## config.mk

```make
export PLATFORM = sky130hd
export DESIGN_NAME = memory_sync_reservation
export DESIGN_NICKNAME = d
export VERILOG_FILES = /design/src/inc/memory_sync_pkg.sv /design/src/logic/memory_sync_reservation.sv
export VERILOG_INCLUDE_DIRS = /design/src /design/src/inc
export SDC_FILE = /design/constraint.sdc
export NUM_CORES = 1
export LEC_CHECK = 0
export BUFFER_PORTS_ARGS = -buffer_cell sky130_fd_sc_hd__buf_2
export CORE_ASPECT_RATIO = 0.8
export CORE_MARGIN = 2
export CORE_UTILIZATION = 52
export DETAILED_ROUTE_END_ITERATION = 8
export PLACE_DENSITY = 0.84
export SYNTH_ARGS = -nofsm -noshare
export SYNTH_HDL_FRONTEND = slang
export SYNTH_SLANG_ARGS = --single-unit
```

## constraint.sdc

```tcl
create_clock -name core_clk -period 3.1 [get_ports core_clk]
set_input_delay 0.31 -clock core_clk [delete_from_list [all_inputs] [get_ports core_clk]]
set_output_delay 0.31 -clock core_clk [all_outputs]
set_load 0.02 [all_outputs]
```

## src/inc/memory_sync_params.svh

```systemverilog
`ifndef MEMORY_SYNC_PARAMS_SVH
`define MEMORY_SYNC_PARAMS_SVH

// Effective address width
`define EA_W 32
// Reservation block is 32 bytes: address bits below this one are ignored
`define RESV_BLOCK_LSB 5
// Width of the reserved block number
`define RESV_BLOCK_W 27
// Word alignment: low two address bits must read as this value
`define WORD_ALIGN_BITS 2
`define WORD_ALIGN_OK 2'h0

`endif

```

## src/inc/memory_sync_pkg.sv

```systemverilog
`include "memory_sync_params.svh"

package memory_sync_pkg;

    // Instruction classes handed over by the sequencer
    typedef enum logic [2:0] {
        OP_OTHER     = 3'b000,
        OP_EXEC_SYNC = 3'b001,
        OP_IO_ORDER  = 3'b010,
        OP_FETCH_SYNC = 3'b011,
        OP_LOAD_RESV = 3'b100,
        OP_STORE_COND = 3'b101,
        OP_SYS_CALL  = 3'b110
    } op_kind_t;

    // Barrier and bus-cycle sequencer states
    typedef enum logic [2:0] {
        ST_IDLE       = 3'b000,
        ST_SER_WAIT   = 3'b001,
        ST_BCAST      = 3'b010,
        ST_IO_WAIT    = 3'b011,
        ST_FETCH_WAIT = 3'b100,
        ST_LSB_WAIT   = 3'b101
    } sync_state_t;

    // One cycle on the load/store bus toward the external bus unit
    typedef struct packed {
        logic valid;
        logic write;
        logic reserve;
        logic external;
        logic [`EA_W-1:0] addr;
    } lsb_cycle_t;

    // Result of a finished atomic instruction
    typedef struct packed {
        logic done;
        logic match_flag;
        logic align_exc;
        logic ext_block;
    } atomic_result_t;

endpackage

```

## src/logic/memory_sync_reservation.sv

```systemverilog
// What this block does
// (RL1) Execution barrier stalls later instructions until drained, performed and broadcast.
// (RL2) After I/O barrier, no load/store issues until earlier ones finish.
// (RL3) Fetch barrier halts fetch until all issued and prefetched instructions complete.
// (RL4) Reservations cover a whole 32-byte block.
// (RL5) Conditional store with reservation stores and sets the success flag.
// (RL6) Conditional store without reservation leaves memory alone, flag zero.
// (RL7) Load-and-reserve and conditional store need an aligned effective address.
// (RL8) One reservation only; each new aligned load-and-reserve replaces its address.
// (RL9) Conditional store success ignores address match, only reservation existence.
// (RL10) Clear on conditional store, system call, exceptions, or foreign block write to an external reservation.
// (RL11) Each aligned load-and-reserve issues a bus cycle with the reserve attribute.
// (RL12) Reserving cycle to external memory records an external reservation.
// (RL13) Broken external reservation seen by own snoop or external snoop indication.
// (RL14) External conditional store with lost reservation is blocked and reported.
// (RL15) Misaligned atomic address raises the alignment exception.
// (RL16) Success reported in match flag of condition field zero.
// (RL17) No reservation after reset.
`timescale 1ns/1ps
`default_nettype none
`include "memory_sync_params.svh"

module memory_sync_reservation
    import memory_sync_pkg::*;
(
    // Clock and reset
    input wire logic core_clk,
    input wire logic rst,
    // Instruction hand-over from the sequencer
    input wire logic op_valid,
    input wire op_kind_t op_kind,
    input wire logic [`EA_W-1:0] effective_address,
    input wire logic op_external,
    output logic op_ready_r,
    // Pipeline status
    input wire logic pipe_empty,
    input wire logic mem_performed,
    input wire logic ldst_idle,
    input wire logic core_idle,
    // Exception events
    input wire logic exc_instr,
    input wire logic async_exc,
    // Stall outputs
    output logic exec_stall_r,
    output logic ldst_stall_r,
    output logic fetch_halt_r,
    // Barrier broadcast on the external bus
    output logic bcast_req_r,
    input wire logic bcast_ack,
    // Load/store bus
    output lsb_cycle_t lsb_r,
    input wire logic lsb_ack,
    // Snoop of the external bus, same clock
    input wire logic snoop_write,
    input wire logic [`EA_W-1:0] snoop_addr,
    // Break indication pin from external snoop logic
    input wire logic resv_break_pin,
    // Results
    output atomic_result_t result_r,
    output logic resv_valid_r
);

    // Block number of an address
    function automatic logic [`RESV_BLOCK_W-1:0] block_of(input logic [`EA_W-1:0] a);
        block_of = a[`EA_W-1:`RESV_BLOCK_LSB];
    endfunction

    sync_state_t state_r, state_nxt;
    logic [`RESV_BLOCK_W-1:0] resv_block_r;
    logic resv_ext_r;
    logic store_r;
    logic brk_s1_r, brk_s2_r, brk_s3_r, brk_q_r;

    // Break pin synchroniser, change taken when second and third agree
    always_ff @(posedge core_clk) begin
        if (rst) begin
            brk_s1_r <= 1'b0;
            brk_s2_r <= 1'b0;
            brk_s3_r <= 1'b0;
            brk_q_r <= 1'b0;
        end else begin
            brk_s1_r <= resv_break_pin;
            brk_s2_r <= brk_s1_r;
            brk_s3_r <= brk_s2_r;
            if (brk_s2_r == brk_s3_r) begin
                brk_q_r <= brk_s3_r;
            end
        end
    end

    // Decode of the offered instruction
    wire accept = op_valid && op_ready_r;
    wire is_atomic = (op_kind == OP_LOAD_RESV) || (op_kind == OP_STORE_COND);
    wire misaligned = effective_address[`WORD_ALIGN_BITS-1:0] != `WORD_ALIGN_OK; // RL7
    wire align_fault = accept && is_atomic && misaligned; // RL15
    wire lr_go = accept && op_kind == OP_LOAD_RESV && !misaligned;
    wire sc_go = accept && op_kind == OP_STORE_COND && !misaligned;
    wire sc_ok = sc_go && resv_valid_r; // RL9
    wire sc_fail = sc_go && !resv_valid_r; // RL6

    // Foreign access to the reserved block, own snoop or external indication
    wire snoop_hit = snoop_write && block_of(snoop_addr) == resv_block_r; // RL4
    wire break_now = resv_ext_r && (snoop_hit || brk_q_r); // RL13

    // External conditional store that lost its reservation mid-flight
    wire in_lsb = state_r == ST_LSB_WAIT;
    wire sc_lost = in_lsb && store_r && lsb_r.external && break_now; // RL14
    wire lsb_end = in_lsb && (lsb_ack || sc_lost);
    wire resv_set = in_lsb && !store_r && lsb_ack; // RL8

    // Reservation clear events
    wire sys_call = accept && op_kind == OP_SYS_CALL;
    wire resv_clr = (accept && op_kind == OP_STORE_COND) || sys_call || align_fault ||
                    exc_instr || async_exc || break_now; // RL10
    wire resv_valid_nxt = resv_set || (resv_valid_r && !resv_clr);

    // An external conditional store keeps watching its block until its bus cycle ends
    wire watch_keep = sc_ok || (in_lsb && store_r && !lsb_end); // RL14

    // Sequencer next state
    always_comb begin
        state_nxt = state_r;
        case (state_r)
            ST_IDLE: begin
                if (accept) begin
                    case (op_kind)
                        OP_EXEC_SYNC: state_nxt = ST_SER_WAIT;
                        OP_IO_ORDER: state_nxt = ST_IO_WAIT;
                        OP_FETCH_SYNC: state_nxt = ST_FETCH_WAIT;
                        default: state_nxt = (lr_go || sc_ok) ? ST_LSB_WAIT : ST_IDLE;
                    endcase
                end
            end
            ST_SER_WAIT: begin
                if (pipe_empty && mem_performed) begin
                    state_nxt = ST_BCAST; // RL1
                end
            end
            ST_BCAST: begin
                if (bcast_ack) begin
                    state_nxt = ST_IDLE;
                end
            end
            ST_IO_WAIT: begin
                if (ldst_idle) begin
                    state_nxt = ST_IDLE; // RL2
                end
            end
            ST_FETCH_WAIT: begin
                if (core_idle) begin
                    state_nxt = ST_IDLE; // RL3
                end
            end
            ST_LSB_WAIT: begin
                if (lsb_end) begin
                    state_nxt = ST_IDLE;
                end
            end
            default: state_nxt = ST_IDLE;
        endcase
    end

    // State and barrier outputs
    always_ff @(posedge core_clk) begin
        if (rst) begin
            state_r <= ST_IDLE;
            op_ready_r <= 1'b0;
            exec_stall_r <= 1'b0;
            ldst_stall_r <= 1'b0;
            fetch_halt_r <= 1'b0;
            bcast_req_r <= 1'b0;
        end else begin
            state_r <= state_nxt;
            op_ready_r <= state_nxt == ST_IDLE;
            exec_stall_r <= state_nxt == ST_SER_WAIT || state_nxt == ST_BCAST; // RL1
            ldst_stall_r <= state_nxt == ST_IO_WAIT; // RL2
            fetch_halt_r <= state_nxt == ST_FETCH_WAIT; // RL3
            bcast_req_r <= state_nxt == ST_BCAST; // RL1
        end
    end

    // Reservation register
    always_ff @(posedge core_clk) begin
        if (rst) begin
            resv_valid_r <= 1'b0; // RL17
            resv_block_r <= '0;
            resv_ext_r <= 1'b0;
        end else begin
            resv_valid_r <= resv_valid_nxt;
            if (resv_set) begin
                resv_block_r <= block_of(lsb_r.addr); // RL8
                resv_ext_r <= lsb_r.external; // RL12
            end else if (!resv_valid_nxt && !watch_keep) begin
                resv_ext_r <= 1'b0;
            end
        end
    end

    // Load/store bus cycle, held until acknowledged or blocked
    always_ff @(posedge core_clk) begin
        if (rst) begin
            lsb_r <= '0;
            store_r <= 1'b0;
        end else if (lr_go || sc_ok) begin
            lsb_r.valid <= 1'b1; // RL11 RL5
            lsb_r.write <= sc_ok;
            lsb_r.reserve <= lr_go; // RL11
            lsb_r.external <= op_external;
            lsb_r.addr <= effective_address;
            store_r <= sc_ok;
        end else if (lsb_end) begin
            lsb_r.valid <= 1'b0; // RL14
        end
    end

    // Atomic result pulses
    always_ff @(posedge core_clk) begin
        if (rst) begin
            result_r <= '0;
        end else begin
            result_r.done <= sc_fail || (lsb_end && store_r) || align_fault;
            result_r.match_flag <= lsb_end && store_r && !sc_lost; // RL16 RL5
            result_r.align_exc <= align_fault; // RL15
            result_r.ext_block <= sc_lost; // RL14
        end
    end

    // Checks
    property p_exec_hold;
        @(posedge core_clk) disable iff (rst) bcast_req_r |-> exec_stall_r;
    endproperty
    a_exec_hold: assert property (p_exec_hold) else $error("Broadcast without stall"); // RL1

    property p_io_hold;
        @(posedge core_clk) disable iff (rst) ldst_stall_r && !ldst_idle |=> ldst_stall_r;
    endproperty
    a_io_hold: assert property (p_io_hold) else $error("Load/store stall released early"); // RL2

    property p_fetch_hold;
        @(posedge core_clk) disable iff (rst) fetch_halt_r && !core_idle |=> fetch_halt_r;
    endproperty
    a_fetch_hold: assert property (p_fetch_hold) else $error("Fetch resumed early"); // RL3

    property p_sc_store;
        @(posedge core_clk) disable iff (rst) sc_go && resv_valid_r |=> lsb_r.valid && lsb_r.write;
    endproperty
    a_sc_store: assert property (p_sc_store) else $error("Reserved store not issued"); // RL5

    property p_sc_fail;
        @(posedge core_clk) disable iff (rst)
            sc_go && !resv_valid_r |=> result_r.done && !result_r.match_flag && !lsb_r.valid;
    endproperty
    a_sc_fail: assert property (p_sc_fail) else $error("Unreserved store misreported"); // RL6

    property p_align;
        @(posedge core_clk) disable iff (rst) accept && is_atomic && misaligned |=> result_r.align_exc;
    endproperty
    a_align: assert property (p_align) else $error("Alignment fault missed"); // RL15

    property p_replace;
        @(posedge core_clk) disable iff (rst) resv_set |=> resv_valid_r && resv_block_r == block_of($past(lsb_r.addr));
    endproperty
    a_replace: assert property (p_replace) else $error("Reservation not replaced"); // RL8

    property p_clear;
        @(posedge core_clk) disable iff (rst) (sys_call || async_exc || exc_instr) && !resv_set |=> !resv_valid_r;
    endproperty
    a_clear: assert property (p_clear) else $error("Reservation survived clear"); // RL10

    property p_reserve_attr;
        @(posedge core_clk) disable iff (rst) lr_go |=> lsb_r.valid && lsb_r.reserve && !lsb_r.write;
    endproperty
    a_reserve_attr: assert property (p_reserve_attr) else $error("Reserve cycle missing"); // RL11

    property p_lost;
        @(posedge core_clk) disable iff (rst) sc_lost |=> result_r.ext_block && !lsb_r.valid;
    endproperty
    a_lost: assert property (p_lost) else $error("Lost store not blocked"); // RL14

    property p_reset;
        @(posedge core_clk) $fell(rst) |-> !resv_valid_r;
    endproperty
    a_reset: assert property (p_reset) else $error("Reservation after reset"); // RL17

endmodule
`default_nettype wire

```

After elaboration in Yosys (flattened, before gate mapping) --
Index checks and enable logic that the tools add are counted.
Word-level totals: bits of input ports 81, bits in registers 81
Cells by class: reduce and logical (&&, ||, !) cells 51, muxes and demuxes 13, eq/ne operators 17
Operators by type and width (count):
- 27-bit == test | 1
- 1-bit logical AND | 24
- 3-bit 2-to-1 mux | 7
- 3-bit by 2-bit == test with 1-bit output (second input constant) | 6
- 3-bit == test (second input constant) | 6
- 3-bit case mux with 6 select lines | 1
- 1-bit logical OR | 14
- 3-bit by 1-bit == test with 1-bit output (second input constant) | 3
- 3-bit case mux with 3 select lines | 1
- 1-bit logical NOT | 8
- 3-bit logical NOT | 2
- 2-bit nonzero test | 3
- 1-bit 2-to-1 mux | 4
- 1-bit == test | 1

Longest topological paths before layout --
Gate-level depths: netlist (run 1).
depth in word-level cells 15, depth in mapped cells 8, depth with buffers taken out 7

Least setup slack after synthesis (run 1) --
OpenSTA, ideal clock, no wires.
kind register to register, from reg op_ready_r, to reg exec_stall_r, data arrival time 1551 ps, cell stages (with the launch flop) 9, period minus slack after synthesis 1624 ps, data required time 3027 ps, slack 1476 ps, buffers on the path 1, cell sequence dfxtp_1 -> and4b_1 -> buf_4 -> o211ai_4 -> o21ai_2 -> a31oi_2 -> or2_1 -> o211a_1 -> nor3_2
Between the ends: longest elaborated chain between the ends 11
RTL lines:
- from (decl) | line memory_sync_reservation.sv:34 | output logic op_ready_r,
- from (signal assigned) | line memory_sync_reservation.sv:167 | op_ready_r <= 1'b0;
- from (signal assigned) | line memory_sync_reservation.sv:174 | op_ready_r <= state_nxt == ST_IDLE;
- 1-bit logical AND * | line memory_sync_reservation.sv:92 | wire accept = op_valid && op_ready_r;
- 1-bit logical AND (2 in series) | line memory_sync_reservation.sv:97 | wire sc_go = accept && op_kind == OP_STORE_COND && !misaligned;
- 1-bit logical AND | line memory_sync_reservation.sv:98 | wire sc_ok = sc_go && resv_valid_r;
- 1-bit logical OR | line memory_sync_reservation.sv:130 | default: state_nxt = (lr_go || sc_ok) ? ST_LSB_WAIT : ST_IDLE;
- 3-bit 2-to-1 mux | line memory_sync_reservation.sv:130
- 3-bit case mux with 3 select lines | line memory_sync_reservation.sv:126 | case (op_kind)
- 3-bit 2-to-1 mux * | line memory_sync_reservation.sv:125 | if (accept) begin
- 3-bit case mux with 6 select lines * | line memory_sync_reservation.sv:123 | case (state_r)
- 3-bit by 1-bit == test with 1-bit output / 3-bit by 2-bit == test with 1-bit output (equally long branches) | line memory_sync_reservation.sv:175 | exec_stall_r <= state_nxt == ST_SER_WAIT || state_nxt == ST_BCAST;
- 1-bit logical OR * | line memory_sync_reservation.sv:175
- to (signal assigned) | line memory_sync_reservation.sv:168 | exec_stall_r <= 1'b0;
- to (signal assigned) | line memory_sync_reservation.sv:175
- to (decl) | line memory_sync_reservation.sv:44 | output logic exec_stall_r,
Every way passes the cells marked *; elsewhere a longest branch is shown, timed or not. A chain may end at the register's enable or synchronous reset.

Worst setup path in the final report (run 1) --
from reg resv_valid_r, to reg exec_stall_r
Between the ends: longest elaborated chain between the ends 8
RTL lines:
- from (decl) | line memory_sync_reservation.sv:60 | output logic resv_valid_r
- from (signal assigned) | line memory_sync_reservation.sv:189 | resv_valid_r <= resv_valid_nxt;
- 1-bit logical AND * | line memory_sync_reservation.sv:98
- 1-bit logical OR * | line memory_sync_reservation.sv:130
- 3-bit 2-to-1 mux * | line memory_sync_reservation.sv:130
- 3-bit case mux with 3 select lines * | line memory_sync_reservation.sv:126
- 3-bit 2-to-1 mux * | line memory_sync_reservation.sv:125
- 3-bit case mux with 6 select lines * | line memory_sync_reservation.sv:123
- 3-bit by 1-bit == test with 1-bit output / 3-bit by 2-bit == test with 1-bit output (equally long branches) | line memory_sync_reservation.sv:175
- 1-bit logical OR * | line memory_sync_reservation.sv:175
Marks and branches as above.

==> flow_summary.json, run 1 <==
{
  "vias": 3050,
  "fill_cells": 500,
  "slew_headroom_pct": 33.5,
  "synth-simple-area-share_pct": 24.8,
  "dr.pass1.iters": 4,
  "coreArea_sq_um": 6040,
  "synth_area_leaders": "dfxtp_1 49%, nand2_1 14%, a21oi_1 10%, xnor2_1 4.0%, xor2_1 3.2%",
  "clk_pin_slew_ps": 90,
  "hold_slack_ps": 190,
  "io_pins": 127,
  "drive_above_1_share_pct": 30.0,
  "synthMuxAreaShare_pct": 0.604,
  "h-tree-depth": 3,
  "die_area_sq_um": 7030,
  "p_leak_nw": 1.73,
  "grt_use_met1_pct": 30.8,
  "endpoint_kind": "flop",
  "ant_nets": 0,
  "rows": 25,
  "cp_data_arrival_time_ps": 2290,
  "async_reset_ff_share_pct": 0,
  "ir_drop_v": 0.000338,
  "rsz0062_at_grt": "false",
  "cts_tree": "yes",
  "cts_buffers": 9,
  "cts_resized": 0,
  "cts_root_buf": "clkbuf_8",
  "worst_ep_required_time_ps": 3320,
  "cts_setup_buffers": 0,
  "die_y_um": 75.4,
  "nNetsFinal": 593,
  "setup_viol": 0,
  "syn_nets": 478,
  "grt_overflow_total": 0,
  "period_share_pct": 66.8,
  "multiInputGateArea_sq_um": 1590,
  "start_util_pct": 54.9,
  "tightest_slew_ps": 993,
  "ys_seq_elements": 81,
  "yosys.area.top_type_share_pct": 49.0,
  "busiest_layer": "met2",
  "power_density_nw_per_um2": 486,
  "post-route-util_pct": 69.2,
  "diodes": 0,
  "grt_pass1_wl_um": 12900,
  "slew_violations": 0,
  "register_area_sq_um": 1620,
  "clk_path_buf_depth": 2,
  "slowest_delay_ps": 800,
  "ys_seq_area_share_pct": 49.0,
  "grtUsageMet3_pct": 7.12,
  "first_global_vias": 2751,
  "die_width_um": 93.2,
  "area_delta_synth_final_pct": 26.1,
  "synth_flop_cell": "dfxtp_1",
  "synth_edf_count": 0,
  "syn_area_sq_um": 3310,
  "dpl.hpwl_um": 5690,
  "synth_compound_area_share_pct": 15.3,
  "synthAdderAreaFrac_pct": 0,
  "min_period_ps": 2070,
  "finalSetupTns_ps": 0,
  "hold_start": "effective_address[24]",
  "synthCells": 397,
  "fmax_ghz": 0.483,
  "drv_cap": 0,
  "viasPerCell": 5.10,
  "fin_worst_skew_ps": 10.3,
  "crit_family": "compound AO/OA/AOI/OAI gates",
  "crit_path_start_kind": "flop",
  "reg2reg_from": "resv_valid_r",
  "grt_max_degree": 52,
  "hp-class": "primary input to flop",
  "cp_max_fo": 36,
  "cpMaxStageDelayCell": "o211ai_4",
  "crit_chain": "o211ai_4 -> o21ai_2 -> a31oi_2 -> or2_1 -> o211a_1 -> nor3_2",
  "synth_top_family_by_area": "simple AND/OR/NAND/NOR gates",
  "netlist_top_cells_count": "127 x nand2_1, 81 x dfxtp_1, 66 x a21oi_1, 15 x xnor2_1, 13 x clkbuf_1",
  "synth.avg_cell_area_sq_um": 8.34,
  "ys.warnings.count": 0,
  "final-hold-violation-count": 0,
  "synth_cell_types": 45,
  "setup.worst_path.start": "resv_valid_r",
  "io_buffer_count": 121,
  "holdBufCountCts": 0,
  "clkLatencyLatePin_ps": 350,
  "wl_um": 8020,
  "antenna_found_initial": 0,
  "first_iter_violations": 187,
  "grt_use_total_pct": 23.6,
  "cts_sinks": 81,
  "synthXorXnorAreaFrac_pct": 7.14,
  "gp_congestion": 0.858,
  "use_met2_pct": 38.9,
  "yosysTopAreaCell": "dfxtp_1",
  "yosysMostFrequentCell": "nand2_1",
  "status": "finished clean",
  "cp.buffers_inverters": 0,
  "critPathKind": "flop to flop",
  "drc": 0,
  "wl_per_cell_um": 13.4
}
report_power, final:
part	internal (W)	switching (W)
sequential	0.00105	0.00000655
clock	0.000456	0.000383
combinational	0.0000645	0.0000720
total	0.00157	0.000461
worst reg2reg max path, cell delays in order (launching register included):
cell      delay (ps)
dfxtp_1          390
o211ai_4         800
o21ai_2          130
a31oi_2          290
or2_1            140
o211a_1          160
nor3_2            40
cell type report:
class	instances	area share (%)
clock buffers	10	3.05
clock inverters	6	2.19
inverters	3	0.270
multi-input cells	292	38.0
flip-flops and latches	81	38.8
well taps	81	2.43
repair buffers	125	15.2
flip-flops by register name, indices dropped and copies added, names as in the netlist:
name	count
state_r	3
ldst_stall_r	1
lsb_r	35
resv_valid_r	1
resv_ext_r	1
brk_s3_r	1
fetch_halt_r	1
store_r	1
resv_block_r	27
op_ready_r	1
brk_s2_r	1
bcast_req_r	1
result_r	4
exec_stall_r	1
brk_q_r	1
brk_s1_r	1
worst paths after layout:
check	slack, ps	cells after the start	endpoint
setup reg to reg	1030	6	exec_stall_r
setup / recovery	1030	6	exec_stall_r
hold reg to reg	460	2	lsb_r[2]
hold / removal	190	3	lsb_r[24]
per-stage QoR:
| stage | instance area [sq um] | worst slack (ps) | total power (W) | std cells |
|---|---|---|---|---|
| floorplan | 3310 | 1480 | 0.00114 | 397 |
| global placement | 3960 | 897 | 0.00121 | 582 |
| detailed placement | 3960 | 898 | 0.00121 | 582 |
| CTS | 4180 | 1020 | 0.00204 | 598 |
| global route | 4180 | 865 | 0.00211 | 598 |
| finish | 4180 | 1030 | 0.00203 | 598 |
layout by cell type, fill, tap and decap left out, drive strengths merged, types with 2 or more instances in the layout:
cell type and count:
mux2i 2, or2 3, xor2 12, a311oi 2, clkinvlp 3, nor3 4
inv 4, nor3b 3, buf 125, o21ai 5, xnor2 15, a21oi 66
nor2 12, and3 5, dfxtp 81, nand2 127, nand3 3, nand4 5
clkbuf 10, nor4 6, a31oi 2, and2 3, nor2b 4, bufinv 2
cell families after synthesis:
logic type	count (synthesis)
AO/OA/AOI/OAI	83
AND/OR/NAND/NOR	180
buffers and inverters	24
multiplexers	2
flip-flops	81
XOR/XNOR	27
per-layer routing:
layer  up-vias  routed length (um)
li1       1557                   -
met1      1390                3520
met2        99                3880
met3         4                 570
met4         0                  50
met5         -                   0
No activity file was read; power rests on OpenSTA's default activity.
==> inputs of run 2 (changes only) <==
- CORE_UTILIZATION: 52 -> 49
- PLACE_DENSITY: 0.84 -> 0.8
- clock period: 3.1 -> 1.91 ns (I/O delays scaled with it)
==> run 2 against run 1 <==
  * Maximum frequency increased by 9.2%
  * Setup slack worse by 1000 ps
  * Wire length increased by 3.1%
  * Combinational power increased by 74%
  * Critical path depth rose by 1
  * Clock power rose by 55%
  * Final cell count grew 1.5%
  * First-iteration DRC count shrank 8.6%
  * Non-clock buffer count up 6
  * Cell area grew 3.0%
  * Global-route usage fell by 1.1 points
  * Die area grew 5.8%
==> flow_summary.json, run 2 (synthesis gave the netlist of run 1 again) <==
{
  "layout_common_cells": "127 x nand2_1, 121 x buf_2, 74 x dfxtp_1, 65 x a21oi_1, 12 x xor2_1",
  "viasPerCell": 5.12,
  "cp_data_arrival_time_ps": 2180,
  "fill_cells": 549,
  "cp.depth": 7,
  "dr.pass1.iters": 4,
  "p_clk_share_pct": 40.0,
  "ir_drop_v": 0.000423,
  "grt_use_total_pct": 22.5,
  "rows": 26,
  "io_buffer_count": 121,
  "p_seq_share_pct": 52.7,
  "fin_ws_ps": 14.7,
  "rsz0062_at_grt": "true",
  "die_y_um": 77.5,
  "crit_path_start_kind": "flop",
  "place_ws_ps": 49.3,
  "crit_chain": "xnor2_1 -> nand4_1 -> nor4_2 -> a41oi_2 -> o21bai_4 -> o21a_4 -> and3b_1",
  "cp_max_fo": 6,
  "critPathKind": "flop to flop",
  "wl_um": 8280,
  "h-tree-depth": 3,
  "drv_cap": 0,
  "min_period_ps": 1900,
  "diodes": 0,
  "slew_violations": 0,
  "r2r_cells": 7,
  "tightest_slew_ps": 489,
  "grt_pass1_wl_um": 13000,
  "largest_reg_flops": 35,
  "cts_buffers": 9,
  "first_iter_violations": 171,
  "slew_headroom_pct": 67.4,
  "power_density_nw_per_um2": 754,
  "cts_tree": "yes",
  "clk_pin_slew_ps": 80,
  "vias": 3105,
  "placed_cells": 590,
  "nNetsFinal": 599,
  "slowest_delay_ps": 340,
  "ant_nets": 0,
  "cts_sinks": 81,
  "dpl.hpwl_um": 6050,
  "io_pins": 127,
  "top_register": "lsb_r",
  "cts_root_buf": "clkbuf_8",
  "reg2reg_from": "resv_block_r[0]",
  "endpoint_kind": "flop",
  "antenna_found_initial": 0,
  "switching_power_w": 0.000749,
  "worst_ep_required_time_ps": 2190,
  "start_util_pct": 51.2,
  "p_total_w": 0.00324,
  "hold_start": "effective_address[24]",
  "drive_above_1_share_pct": 33.5,
  "hp-class": "primary input to flop",
  "clkLatencyLatePin_ps": 340,
  "status": "finished clean",
  "first_global_vias": 2851,
  "die_area_sq_um": 7440,
  "grt_overflow_total": 0,
  "coreArea_sq_um": 6470,
  "p_sw_share_pct": 23.1,
  "final-hold-violation-count": 0,
  "cp.buffers_inverters": 0,
  "drc": 0,
  "fin_cells": 607,
  "worst-r2r-setup-slack_ps": 10,
  "p_int_w": 0.00249,
  "die_width_um": 95.9,
  "setup_viol": 0,
  "fmax_ghz": 0.528,
  "min_to": "lsb_r[24]",
  "r2r_end": "op_ready_r",
  "hold_depth": 3,
  "grt_max_degree": 52,
  "crit_family": "compound AO/OA/AOI/OAI gates",
  "area_delta_synth_final_pct": 29.9,
  "mostFrequentLayoutCell": "nand2_1",
  "p_leak_nw": 1.79,
  "period_share_pct": 99.2,
  "clk_path_buf_depth": 2,
  "reg.largest.list": "lsb_r: 35 flops, resv_block_r: 27 flops, result_r: 4 flops",
  "gp_congestion": 0.818,
  "wl_per_cell_um": 13.6,
  "cpMaxStageDelayCell": "dfxtp_1",
  "fin_worst_skew_ps": 8.93,
  "p_comb_share_pct": 7.3
}
run 2: changes by cell type in the layout (fill, tap and decap cells not counted), sizes merged:
cell	delta
bufinv	-1
clkinvlp	-1
buf	+6
clkinv	+1
clkbuf	+1
run 2: worst register-to-register path, stage by stage, from the launching register on:
cell and delay (ps):
dfxtp_1 340, xnor2_1 190, nand4_1 130, nor4_2 290, a41oi_2 240, o21bai_4 300
o21a_4 200, and3b_1 150
run 2: power groups by stage:
stage,combinational [W],clock [W],sequential [W]
3_3_place_gp,0.000223,0,0.00175
5_1_grt,0.000255,0.00140,0.00171
4_1_cts,0.000229,0.00133,0.00171
2_1_floorplan,0.000101,0,0.00176
3_5_place_dp,0.000228,0,0.00175
6_report,0.000236,0.00130,0.00171
run 2: metrics by stage:
step / utilization, % / TNS [ps] / hold WS (ps) / instance area, sq um
2_1_floorplan: - / 0 / 270 / 3310
3_3_place_gp: 62.2 / 0 / 408 / 4030
3_5_place_dp: 62.2 / 0 / 421 / 4030
4_1_cts: 65.5 / 0 / 52.8 / 4240
5_1_grt: 66.5 / -487 / 45.5 / 4300
6_report: 66.5 / 0 / 74.4 / 4300
run 2: layer usage:
metal / up-vias / global-route usage [%] / share of wire [%]
met2: 95 / 35.8 / 48
met5: - / 0 / 0
met4: 0 / 6.43 / 0.69
li1: 1568 / - / -
met1: 1436 / 29.6 / 45
met3: 6 / 6.60 / 5.9
run 2: area by class of cell:
| class | instances | area (sq um) | area share [%] |
|---|---|---|---|
| timing repair buffer | 131 | 706 | 16.4 |
| clock buffer | 11 | 151 | 3.52 |
| inverter | 3 | 11.3 | 0.262 |
| sequential | 81 | 1630 | 37.9 |
| clock inverter | 5 | 62.6 | 1.45 |
| multi-input combinational | 292 | 1640 | 38.0 |
| tap | 84 | 105 | 2.44 |
run 2: worst max-delay path by stage:
| stage | to | from | slack [ps] |
|---|---|---|---|
| detailed placement | op_ready_r | resv_block_r[17] | 50 |
| finish | op_ready_r | resv_block_r[0] | 10 |
| global placement | op_ready_r | resv_block_r[19] | 110 |
| floorplan | exec_stall_r | op_ready_r | 290 |
| global route | op_ready_r | resv_block_r[10] | -90 |
| CTS | op_ready_r | resv_block_r[17] | 20 |
run 2: repair_timing:
action | CTS | global route
hold buffers | 0 | 0
hold endpoints to repair | 0 | 0
gates resized for setup | 0 | 14
endpoints found under the setup margin | 0 | 11
setup buffers | 0 | 1
==> inputs of run 3 (changes only) <==
- CELL_PAD_IN_SITES_DETAIL_PLACEMENT: unset -> 0
- CELL_PAD_IN_SITES_GLOBAL_PLACEMENT: unset -> 1
- CORE_UTILIZATION: 49 -> 36
- CTS_BUF_LIST: unset -> sky130_fd_sc_hd__clkbuf_4 sky130_fd_sc_hd__clkbuf_8
- PLACE_DENSITY: 0.8 -> unset
- PLACE_DENSITY_LB_ADDON: unset -> 0.1
==> run 3 against run 2 <==
  * Register-to-register slack improved by 50 ps
  * Combinational power rose by 4%
  * Sequential cell count stayed put
==> flow_summary.json, run 3 (synthesis gave the netlist of run 1 again) <==
{
  "dr.pass1.iters": 4,
  "layout_common_cells": "127 x nand2_1, 121 x buf_2, 78 x dfxtp_1, 66 x a21oi_1, 13 x buf_4",
  "hold_slack_ps": 69.7,
  "status": "finished clean",
  "die_area_sq_um": 9990,
  "grt_max_degree": 44,
  "nNetsFinal": 603,
  "io_pins": 127,
  "ir_drop_v": 0.000460,
  "fill_cells": 933,
  "grt_overflow_total": 0,
  "power_density_nw_per_um2": 769,
  "min_period_ps": 1850,
  "drc": 0,
  "first_global_vias": 2864,
  "worst_ep_required_time_ps": 2210,
  "diodes": 0,
  "slowest_delay_ps": 380,
  "grt_use_total_pct": 17.7,
  "gp_congestion": 0.764,
  "cpMaxStageDelayCell": "dfxtp_2",
  "p_leak_nw": 1.83,
  "cts_sinks": 81,
  "cp_max_fo": 6,
  "wl_per_cell_um": 13.9,
  "cts_buffers": 9,
  "setup_viol": 0,
  "antenna_found_initial": 0,
  "viasPerCell": 4.76,
  "post-route-util_pct": 49.0,
  "finalSetupTns_ps": 0,
  "cp.buffers_inverters": 0,
  "cts_tree": "yes",
  "fmax_ghz": 0.542,
  "area_delta_synth_final_pct": 33.2,
  "first_iter_violations": 205,
  "vias": 3059,
  "highest_layer": "met4",
  "top_register": "lsb_r",
  "stdcell_area_sq_um": 4410,
  "period_share_pct": 96.6,
  "rsz0062_at_grt": "true",
  "crit_chain": "xnor2_2 -> nand4_1 -> nor4_4 -> a41oi_4 -> o21bai_4 -> o21a_4 -> and3b_1",
  "hp-class": "primary input to flop",
  "postPlaceCellArea_sq_um": 4090,
  "cts_root_buf": "clkbuf_8",
  "coreArea_sq_um": 9000,
  "drive_above_1_share_pct": 33.6,
  "critPathKind": "flop to flop",
  "die_width_um": 111,
  "fin_ws_ps": 64.8,
  "clkLatencyLatePin_ps": 350,
  "io_buffer_count": 121,
  "largest_reg_flops": 35,
  "tightest_slew_ps": 447,
  "mostFrequentLayoutCell": "nand2_1",
  "fin_worst_skew_ps": 9.26,
  "die_y_um": 89.8,
  "crit_family": "simple AND/OR/NAND/NOR gates",
  "endpoint_kind": "flop",
  "dpl.hpwl_um": 6450,
  "cp_data_arrival_time_ps": 2150,
  "h-tree-depth": 3,
  "clk_path_buf_depth": 2,
  "slew_violations": 0,
  "ant_nets": 0,
  "reg.largest.list": "lsb_r: 35 flops, resv_block_r: 27 flops, result_r: 4 flops",
  "cts_setup_buffers": 0,
  "met2_wirelength_um": 3840,
  "place_ws_ps": -52.6,
  "slew_headroom_pct": 70.2,
  "grt_pass1_wl_um": 14200,
  "holdBufCountCts": 0,
  "wl_met1_um": 4520,
  "start_util_pct": 36.8,
  "clk_pin_slew_ps": 80,
  "drv_cap": 0,
  "crit_path_start_kind": "flop",
  "wl_um": 8940,
  "rows": 31,
  "met3WireLength_um": 489,
  "final-hold-violation-count": 0
}
==> run 3: changes by cell type in the layout (fill, tap and decap cells not counted), moves of 2 or more <==
cell,previous run,this run
buf_4,8,13
dfxtp_1,74,78
dfxtp_2,7,3
nor4_4,0,2
xor2_1,12,9
xor2_2,0,3
==> run 3: layout make-up <==
class / instances / area, sq um / area share, %
clock buffer: 12 / 159 / 3.60
clock inverter: 4 / 75.1 / 1.70
inverter: 3 / 11.3 / 0.255
multi-input combinational: 292 / 1680 / 38.0
sequential: 81 / 1630 / 36.8
tap: 115 / 144 / 3.26
timing repair buffer: 135 / 723 / 16.4
==> run 3: path summary, 6_finish.rpt <==
check | start | end | slack, ps | depth (start not counted)
min reg2reg | brk_s1_r | brk_s2_r | 450 | 1
max reg2reg | resv_block_r[2] | op_ready_r | 60 | 7
max | resv_block_r[2] | op_ready_r | 60 | 7
min | resv_break_pin | brk_s1_r | 70 | 2
==> run 3: repair_timing <==
action / CTS / global route
resized for setup: 2 / 12
pin swaps: 0 / 11
setup endpoints to repair: 9 / 9
==> run 3: worst reg2reg max path: stages, from the launching register on <==
cell,delay [ps]
dfxtp_2,380
xnor2_2,130
nand4_1,180
nor4_4,330
a41oi_4,180
o21bai_4,260
o21a_4,190
and3b_1,140
==> run 3: power breakdown <==
group / internal, W / total, W / switching [W] / leakage (nW)
Combinational: 0.000116 / 0.000245 / 0.000129 / 1.06
Sequential: 0.00170 / 0.00171 / 0.0000104 / 0.655
Clock: 0.000822 / 0.00144 / 0.000618 / 0.112
Total: 0.00264 / 0.00339 / 0.000757 / 1.83
==> run 3: stage by stage <==
step | std cells | power [W]
after floorplan | 397 | 0.00186
after global placement | 626 | 0.00198
after detailed placement | 626 | 0.00198
after CTS | 642 | 0.00343
after global routing | 642 | 0.00353
final | 642 | 0.00339
==> run 3: metal layers <==
layer	track usage, %	vias to the layer above
met4	4.94	0
met1	24.6	1399
li1	-	1571
met2	26.9	81
met3	5.26	8
met5	0	-
